--- config.mk ---
export PLATFORM = sky130hd
export DESIGN_NAME = aet_core
export DESIGN_NICKNAME = d
export VERILOG_FILES = /design/src/verilog/aet_pkg.sv /design/src/verilog/aet_core.sv
export SDC_FILE = /design/constraint.sdc
export NUM_CORES = 1
export LEC_CHECK = 0
export BUFFER_PORTS_ARGS = -buffer_cell sky130_fd_sc_hd__buf_4
export CAP_MARGIN = 5
export CORE_ASPECT_RATIO = 0.9
export CORE_MARGIN = 2
export CORE_UTILIZATION = 60
export DETAILED_ROUTE_END_ITERATION = 16
export PLACE_DENSITY = 0.94
export SYNTH_ARGS = -nofsm -noshare
export SYNTH_HDL_FRONTEND = slang
export SYNTH_SLANG_ARGS = --single-unit
--- constraint.sdc ---
create_clock -name sys_clk -period 12.4 [get_ports sys_clk]
set_input_delay 3.1 -clock sys_clk [delete_from_list [all_inputs] [get_ports sys_clk]]
set_output_delay 3.1 -clock sys_clk [all_outputs]
set_load 0.1 [all_outputs]
--- src/verilog/aet_pkg.sv ---
// Package: register map, field layout and codes of the error/threshold block
package aet_pkg;
    // ==============================================================
    // Register byte offsets
    localparam logic [4:0] OFS_CTRL3  = 5'h00;
    localparam logic [4:0] OFS_CONV   = 5'h04;
    localparam logic [4:0] OFS_SETPT  = 5'h08;
    localparam logic [4:0] OFS_LOWER  = 5'h0C;
    localparam logic [4:0] OFS_UPPER  = 5'h10;
    localparam logic [4:0] OFS_ERROR  = 5'h14;
    localparam logic [4:0] OFS_STATUS = 5'h18;
    localparam logic [4:0] OFS_PRIOR  = 5'h1C;
    localparam int         ADDR_W     = 5;

    // ==============================================================
    // Control register three fields
    localparam int         CTRL3_W     = 8;
    localparam logic [7:0] CTRL3_RESET = 8'h00;
    localparam int         FORM_LSB    = 4;
    localparam int         STOP_BIT    = 3;
    localparam int         MODE_LSB    = 0;
    localparam logic [7:0] CTRL3_WMASK = 8'h7F;

    // ==============================================================
    // Conversion control fields
    localparam int CONV_GO_BIT   = 0;
    localparam int CONV_REP_BIT  = 1;
    localparam int CONV_DOUBLE_SAMPLE_ENABLE_BIT = 2;
    localparam int CONV_PRIOR_SOURCE_SELECT_BIT = 3;

    // ==============================================================
    // Formula codes
    localparam logic [2:0] FORM_DELTA     = 3'h0;
    localparam logic [2:0] FORM_BASE_SETP = 3'h1;
    localparam logic [2:0] FORM_BASE_FILT = 3'h2;
    localparam logic [2:0] FORM_PREV_FILT = 3'h4;
    localparam logic [2:0] FORM_FILT_SETP = 3'h5;

    // ==============================================================
    // Threshold modes
    localparam logic [2:0] TMODE_NEVER   = 3'h0;
    localparam logic [2:0] TMODE_LT_LO   = 3'h1;
    localparam logic [2:0] TMODE_GE_LO   = 3'h2;
    localparam logic [2:0] TMODE_INSIDE  = 3'h3;
    localparam logic [2:0] TMODE_OUTSIDE = 3'h4;
    localparam logic [2:0] TMODE_LE_HI   = 3'h5;
    localparam logic [2:0] TMODE_GT_HI   = 3'h6;
    localparam logic [2:0] TMODE_ALWAYS  = 3'h7;

    typedef enum logic [1:0] {AET_IDLE, AET_WAIT, AET_EVAL} aet_state_e;
endpackage
--- src/verilog/aet_core.sv ---
// Error computation, threshold test and retrigger control with Avalon-MM registers
//
// Chosen here: the Avalon-MM slave port and the placing of the registers.
`timescale 1ns/100ps
`default_nettype none

module aet_core
    import aet_pkg::*;
#(
    parameter int DW = 16
) (
    // Clock and reset
    input  wire logic              sys_clk,
    input  wire logic              rst_n,
    // Avalon-MM slave
    input  wire logic [ADDR_W-1:0] avs_address,
    input  wire logic              avs_read,
    input  wire logic              avs_write,
    input  wire logic [31:0]       avs_writedata,
    output logic [31:0]            avs_readdata,
    output logic                   avs_waitrequest,
    // Converter side
    output logic                   conv_start,
    output logic                   conv_active,
    input  wire logic              conv_done,
    input  wire logic [DW-1:0]     latest_sample,
    input  wire logic [DW-1:0]     first_sample,
    input  wire logic [DW-1:0]     filtered_value,
    // Threshold event
    output logic                   threshold_irq
);
    localparam int EW = DW + 2;

    // ==============================================================
    // Bus handshake: one wait cycle per access
    logic ack_q;
    logic wr_en;
    logic [31:0] rdata_d;
    logic [31:0] readdata_q;

    assign avs_waitrequest = (avs_read | avs_write) & ~ack_q;
    assign wr_en           = avs_write & ack_q;
    assign avs_readdata    = readdata_q;

    always_ff @(posedge sys_clk or negedge rst_n) begin
        if (!rst_n) begin
            ack_q <= 1'b0;
        end else begin
            ack_q <= (avs_read | avs_write) & ~ack_q;
        end
    end

    // ==============================================================
    // Registers
    logic [CTRL3_W-1:0] ctrl3_q;
    logic               go_q;
    logic               rep_q;
    logic               double_sample_enable_q;
    logic               prior_source_select_q;
    logic [DW-1:0]      setp_q;
    logic [DW-1:0]      lower_q;
    logic [DW-1:0]      upper_q;
    logic [EW-1:0]      err_q;
    logic [DW-1:0]      prev_q;
    logic               hit_q;
    aet_state_e         state_q;
    logic               hit;
    logic               stop_now;
    logic               retrig;
    logic               wr_ctrl3;
    logic               wr_conv;

    assign wr_ctrl3 = wr_en && (avs_address == OFS_CTRL3);
    assign wr_conv  = wr_en && (avs_address == OFS_CONV);

    wire [2:0] form_sel = ctrl3_q[FORM_LSB+:3];
    wire       stop_on_threshold = ctrl3_q[STOP_BIT];
    wire [2:0] mode_sel = ctrl3_q[MODE_LSB+:3];

    // Hardware clears the stop bit whenever repeat, stop and a hit coincide, in any state; a software write wins
    always_ff @(posedge sys_clk or negedge rst_n) begin
        if (!rst_n) begin
            ctrl3_q <= CTRL3_RESET;
        end else if (wr_ctrl3) begin
            ctrl3_q <= avs_writedata[CTRL3_W-1:0] & CTRL3_WMASK;
        end else if (stop_now) begin
            ctrl3_q[STOP_BIT] <= 1'b0;
        end
    end

    // Software set beats a same-cycle hardware clear
    always_ff @(posedge sys_clk or negedge rst_n) begin
        if (!rst_n) begin
            go_q   <= 1'b0;
            rep_q  <= 1'b0;
            double_sample_enable_q <= 1'b0;
            prior_source_select_q <= 1'b0;
        end else if (wr_conv) begin
            go_q   <= avs_writedata[CONV_GO_BIT];
            rep_q  <= avs_writedata[CONV_REP_BIT];
            double_sample_enable_q <= avs_writedata[CONV_DOUBLE_SAMPLE_ENABLE_BIT];
            prior_source_select_q <= avs_writedata[CONV_PRIOR_SOURCE_SELECT_BIT];
        end else if (state_q == AET_EVAL && !retrig) begin
            go_q   <= 1'b0;
        end
    end

    always_ff @(posedge sys_clk or negedge rst_n) begin
        if (!rst_n) begin
            setp_q  <= '0;
            lower_q <= '0;
            upper_q <= '0;
        end else if (wr_en) begin
            if (avs_address == OFS_SETPT) begin
                setp_q <= avs_writedata[DW-1:0];
            end
            if (avs_address == OFS_LOWER) begin
                lower_q <= avs_writedata[DW-1:0];
            end
            if (avs_address == OFS_UPPER) begin
                upper_q <= avs_writedata[DW-1:0];
            end
        end
    end

    // ==============================================================
    // Error computation
    logic signed [EW-1:0] s_latest;
    logic signed [EW-1:0] s_prior;
    logic signed [EW-1:0] s_filt;
    logic signed [EW-1:0] s_setp;
    logic signed [EW-1:0] s_delta;
    logic signed [EW-1:0] s_base;
    logic signed [EW-1:0] err_d;

    always_comb begin
        s_latest = EW'(signed'(latest_sample));
        s_filt   = EW'(signed'(filtered_value));
        s_setp   = EW'(signed'(setp_q));
        // Prior is first sample or last stored result
        s_prior  = prior_source_select_q ? EW'(signed'(prev_q)) : EW'(signed'(first_sample));
        s_delta  = s_latest - s_prior;
        s_base   = double_sample_enable_q ? s_delta : s_latest;
        unique case (form_sel)
            FORM_FILT_SETP: err_d = s_filt - s_setp;
            FORM_PREV_FILT: err_d = s_prior - s_filt;
            FORM_BASE_FILT: err_d = s_base - s_filt;
            FORM_BASE_SETP: err_d = s_base - s_setp;
            FORM_DELTA:     err_d = s_delta;
            default:        err_d = '0;
        endcase
    end

    always_ff @(posedge sys_clk or negedge rst_n) begin
        if (!rst_n) begin
            err_q  <= '0;
            prev_q <= '0;
        end else if (state_q == AET_WAIT && conv_done) begin
            err_q  <= err_d;
            prev_q <= latest_sample;
        end
    end

    // ==============================================================
    // Threshold test, limits sign-extended to the error width
    logic signed [EW-1:0] s_err;
    logic signed [EW-1:0] s_lo;
    logic signed [EW-1:0] s_hi;

    always_comb begin
        s_err = signed'(err_q);
        s_lo  = EW'(signed'(lower_q));
        s_hi  = EW'(signed'(upper_q));
        unique case (mode_sel)
            TMODE_ALWAYS:  hit = 1'b1;
            TMODE_GT_HI:   hit = s_err > s_hi;
            TMODE_LE_HI:   hit = s_err <= s_hi;
            TMODE_OUTSIDE: hit = s_err < s_lo || s_err > s_hi;
            TMODE_INSIDE:  hit = s_err > s_lo && s_err < s_hi;
            TMODE_GE_LO:   hit = s_err >= s_lo;
            TMODE_LT_LO:   hit = s_err < s_lo;
            TMODE_NEVER:   hit = 1'b0;
        endcase
    end

    // Without stop set only software ends a repeating run
    assign stop_now = rep_q && stop_on_threshold && hit;
    assign retrig   = go_q && rep_q && !stop_now && !wr_conv;

    // ==============================================================
    // Sequencer
    always_ff @(posedge sys_clk or negedge rst_n) begin
        if (!rst_n) begin
            state_q <= AET_IDLE;
        end else begin
            unique case (state_q)
                AET_IDLE: if (go_q && !wr_conv) begin
                    state_q <= AET_WAIT;
                end
                AET_WAIT: if (!go_q) begin
                    state_q <= AET_IDLE;
                end else if (conv_done) begin
                    state_q <= AET_EVAL;
                end
                AET_EVAL: state_q <= retrig ? AET_WAIT : AET_IDLE;
            endcase
        end
    end

    // Start pulse coincides with entry to the wait state
    always_ff @(posedge sys_clk or negedge rst_n) begin
        if (!rst_n) begin
            conv_start    <= 1'b0;
            threshold_irq <= 1'b0;
            hit_q         <= 1'b0;
        end else begin
            conv_start <= (state_q == AET_IDLE && go_q && !wr_conv)
                       || (state_q == AET_EVAL && retrig);
            threshold_irq <= (state_q == AET_EVAL) && hit;
            if (state_q == AET_EVAL) begin
                hit_q <= hit;
            end
        end
    end

    assign conv_active = go_q;

    // ==============================================================
    // Read mux, unmapped offsets read zero
    always_comb begin
        rdata_d = 32'h0000_0000;
        unique case (avs_address)
            OFS_CTRL3:  rdata_d[CTRL3_W-1:0] = ctrl3_q;
            OFS_CONV:   rdata_d[3:0] = {prior_source_select_q, double_sample_enable_q, rep_q, go_q};
            OFS_SETPT:  rdata_d[DW-1:0] = setp_q;
            OFS_LOWER:  rdata_d[DW-1:0] = lower_q;
            OFS_UPPER:  rdata_d[DW-1:0] = upper_q;
            OFS_ERROR:  rdata_d = 32'(signed'(err_q));
            OFS_STATUS: rdata_d[2:0] = {hit_q, state_q == AET_EVAL, state_q == AET_WAIT};
            OFS_PRIOR:  rdata_d[DW-1:0] = prev_q;
            default:    rdata_d = 32'h0000_0000;
        endcase
    end

    always_ff @(posedge sys_clk or negedge rst_n) begin
        if (!rst_n) begin
            readdata_q <= 32'h0000_0000;
        end else if (avs_read && !ack_q) begin
            readdata_q <= rdata_d;
        end
    end
endmodule // aet_core

`default_nettype wire

==> run_results.csv <==
group,metric,value,unit
status,outcome,"finished, final reports clean",
route,drc_errors,0,
synthesis,synth_cells,1154,
sta,period_minus_slack,7.12,ns
synthesis,synth_cell_type_count,79,
sta,finalClockSkew,0.0146,ns
global_route,antenna_found_initial,1,
critical_path,critical-path-top-delay-family,"compound AO/OA/AOI/OAI gates",
placement,gp_congestion,0.996,
final_layout,nets,1425,
clock_tree,cts_tree,"built",
power,vdd_ir_drop_max,0.126,mV
final_layout,fin_area,11500,um^2
clock_tree,ctsResizeCount,0,
placement,place_area,10900,um^2
final_layout,multi_input_area,6510,um^2
final_layout,diodes,0,
power,power_leakage,5.44,nW
global_route,grt_usage,33.7,%
critical_path,reg2reg_slack,6.82,ns
floorplanning,dieArea,17800,um^2
critical_path,r2r_end,"err_q[17]",
worst_hold_path,whs_path_depth,2,
critical_path,critical_path_arrival,7.46,ns
synthesis,syn_avg_cell_area,8.73,um^2
synthesis,synth_edf_count,0,
final_layout,layout_commonest_cell,"dfrtp_1",
final_layout,syn_to_final_growth,14.3,%
sta,finalMaxSlewViolations,0,
clock_tree,clock_sinks,117,
worst_hold_path,min_to,"avs_readdata[6]",
route,wl_per_cell,20.7,um
worst_hold_path,hp-start,"avs_readdata[6]",
power,power_density,188,nW/um^2
clock_tree,clock_path_buffers,2,
sta,rsz0062_at_grt,"false",
sta,fin_ws,5.28,ns
clock_tree,cts_setup_buffers,0,
route,ant_nets,0,
synthesis,async_flop_share,100,%
floorplanning,initial_core_util,61.8,%
synthesis,seq_area_frac_synth,29.1,%
sta,timing.setup.tns,0,ns
sta,hold_violations,0,
final_layout,regArea,2930,um^2
final_layout,drive_gt1_share,18.0,%
synthesis,synth_top_flop_cell,"dfrtp_1",
critical_path,required,12.74,ns
critical_path,worst_setup_path_end_kind,"flip-flop",
clock_tree,path_clk_slew,0.06,ns
route,drt_pass1_iterations,7,
global_route,grt_overflow,0,
placement,dp_slack,4.93,ns
clock_tree,cts_made_buffers,17,
route,num_vias,9540,
synthesis,yosys_register_bits,117,
critical_path,path_max_fanout,4,
placement,dp.cells,1415,
floorplanning,io_pins,126,
floorplanning,die_h,127,um
critical_path,critPathLaunchType,"primary input",
floorplanning,die_w,141,um
clock_tree,cts_root_buf,"clkbuf_16",
route,avgViaCountPerCell,6.59,
critical_path,worst_r2r_startpoint,"prior_source_select_q",
critical_path,reg2regPathDepth,20,
final_layout,mostFrequentLayoutCells,"117 x dfrtp_1, 115 x buf_4, 113 x nand2_1, 105 x o21ai_0, 104 x ha_1",
critical_path,cp_cell_sequence,"buf_4 -> mux2i_1 -> inv_1 -> ha_1 -> fa_1 -> nor2b_1 -> o31a_1 -> o221a_2 -> o41ai_2 -> o21ai_1 -> a31oi_1 -> xnor2_1 -> mux2_2 -> ha_1 -> or3_1 -> o21ai_0 -> a21oi_1 -> a31oi_1 -> xor3_1 -> nand2b_1 -> a21oi_1",
global_route,grt_pass1_vias,9159,
sta,fmax,141,MHz
route,detail_route.iter0.violations,1029,
global_route,grt_start_max_net_pins,64,
sta,tightest_slew,1.24,ns
route,routed_wl,30.0,mm
floorplanning,core-area,16300,um^2
final_layout,finalNonFillerCells,1447,
worst_hold_path,hold_path.class,"reg2reg",
global_route,grt_pass1_wl,47.2,mm
critical_path,slowest_stage,"fa_1",
synthesis,synth_fp_nets,1352,
critical_path,worstSetupPathType,"in2reg",
placement,dp_hpwl,22.2,mm
synthesis,syn_area,10100,um^2
clock_tree,ctsHtreeMaxLevel,4,
synthesis,yosysWarnings,0,
sta,setup_viol,0,
sta,max_slew_margin,17.0,%
final_layout,fin_util,70.7,%
critical_path,cpPeakStageDelay,0.42,ns
floorplanning,std_cell_rows,44,
job,drv_cap,0,
placement,port_buffers,109,
sta,finalCritPeriodShare,57.4,%
clock_tree,clk_latency,0.43,ns
final_layout,fillers,1249,
critical_path,critPathBufInv,2,
clock_tree,cts_hold_buffers,0,
==> worst reg2reg max path, cell delays in order, from the launching register on <==
cell and delay [ns]:
dfrtp_1 1.08, mux2i_1 0.34, inv_1 0.07, ha_1 0.23, fa_1 0.42, nor2b_1 0.17
o31a_1 0.20, o221a_2 0.23, o41ai_2 0.09, o21ai_1 0.30, a31oi_1 0.16, xnor2_1 0.19
mux2_2 0.29, ha_1 0.24, or3_1 0.37, o21ai_0 0.08, a21oi_1 0.09, a31oi_1 0.24
xor3_1 0.36, nand2b_1 0.16, a21oi_1 0.19
==> sequential cells by signal, indices dropped and copies added, names as in the netlist <==
| name | count |
|---|---|
| prior_source_select_q | 1 |
| conv_start | 1 |
| lower_q | 16 |
| prev_q | 16 |
| ctrl3_q | 7 |
| rep_q | 1 |
| threshold_irq | 1 |
| conv_active | 1 |
| err_q | 18 |
| state_q | 2 |
| avs_readdata | 18 |
| double_sample_enable_q | 1 |
| hit_q | 1 |
| ack_q | 1 |
| setp_q | 16 |
| upper_q | 16 |
==> worst max-delay path by stage <==
| stage | startpoint | endpoint | slack [ns] | cells past startpoint |
|---|---|---|---|---|
| final | first_sample[0] | err_q[17] | 5.28 | 21 |
| after global routing | first_sample[0] | err_q[17] | 5.06 | 21 |
| after detailed placement | first_sample[0] | err_q[17] | 4.93 | 21 |
| after floorplan | avs_write | avs_waitrequest | 4.89 | 2 |
| after global placement | first_sample[0] | err_q[17] | 5.01 | 21 |
| after CTS | first_sample[0] | err_q[17] | 5.33 | 21 |
==> cell type report <==
type                            instances  share of cell area [%]
Clock buffer                           21                    4.00
Tap cell                              207                    2.25
Inverter                               98                    3.19
Timing Repair Buffer                  115                    7.50
Sequential cell                       117                    25.4
Multi-Input combinational cell        878                    56.5
Clock inverter                         11                    1.09
==> routing by layer <==
| layer | vias up | routed length, um | track usage [%] |
|---|---|---|---|
| met5 | - | 13 | 0 |
| met4 | 2 | 1040 | 13.6 |
| met3 | 112 | 3580 | 8.12 |
| met2 | 610 | 13300 | 53.9 |
| met1 | 4491 | 12100 | 44.4 |
| li1 | 4325 | - | - |
==> power breakdown <==
| part | internal [mW] | switching, mW | leakage (nW) |
|---|---|---|---|
| clock network | 0.307 | 0.194 | 0.284 |
| logic | 0.438 | 0.596 | 3.72 |
| registers | 0.480 | 0.150 | 1.44 |
==> kinds of logic (layout without fill, tap and decap cells) <==
| logic type | after synthesis | after routing | synth area share [%] |
|---|---|---|---|
| AO/OA/AOI/OAI | 351 | 351 | 23.4 |
| AND/OR/NAND/NOR | 286 | 286 | 13.4 |
| buffers and inverters | 159 | 245 | 6.47 |
| flip-flops | 117 | 117 | 29.1 |
| adder cells (fa/ha/maj) | 108 | 108 | 13.7 |
| multiplexers | 84 | 84 | 9.53 |
| XOR/XNOR | 49 | 49 | 4.41 |
==> synth_stat cells (9+ instances only) <==
library cell  count  area (um^2)
a21o_1           22          165
a21oi_1          65          325
a221oi_1         13          114
a22o_1           13          114
a22oi_1          28          210
buf_4            14          105
clkbuf_1         40          150
dfrtp_1         117         2930
ha_1            104         1300
inv_1            98          368
mux2_2           55          619
mux2i_1          25          250
nand2_1         113          424
nand2b_1         17          106
nand3_1          22          110
nand4_1           9         56.3
nor2_1           63          236
nor2b_1          12         75.1
nor3_1            9         45.0
o21a_1           13         97.6
o21ai_0         105          526
o22ai_1          14         87.6
xnor2_1          34          298
xor2_1           14          123
==> stage by stage <==
| stage | hold WS [ns] | power (mW) |
|---|---|---|
| after global placement | 0.464 | 1.56 |
| after floorplan | 0.466 | 1.33 |
| after detailed placement | 0.471 | 1.61 |
| final | 0.478 | 2.17 |
| after global routing | 0.495 | 2.28 |
| after CTS | 0.484 | 2.13 |
(Power assumes the default switching activity.)
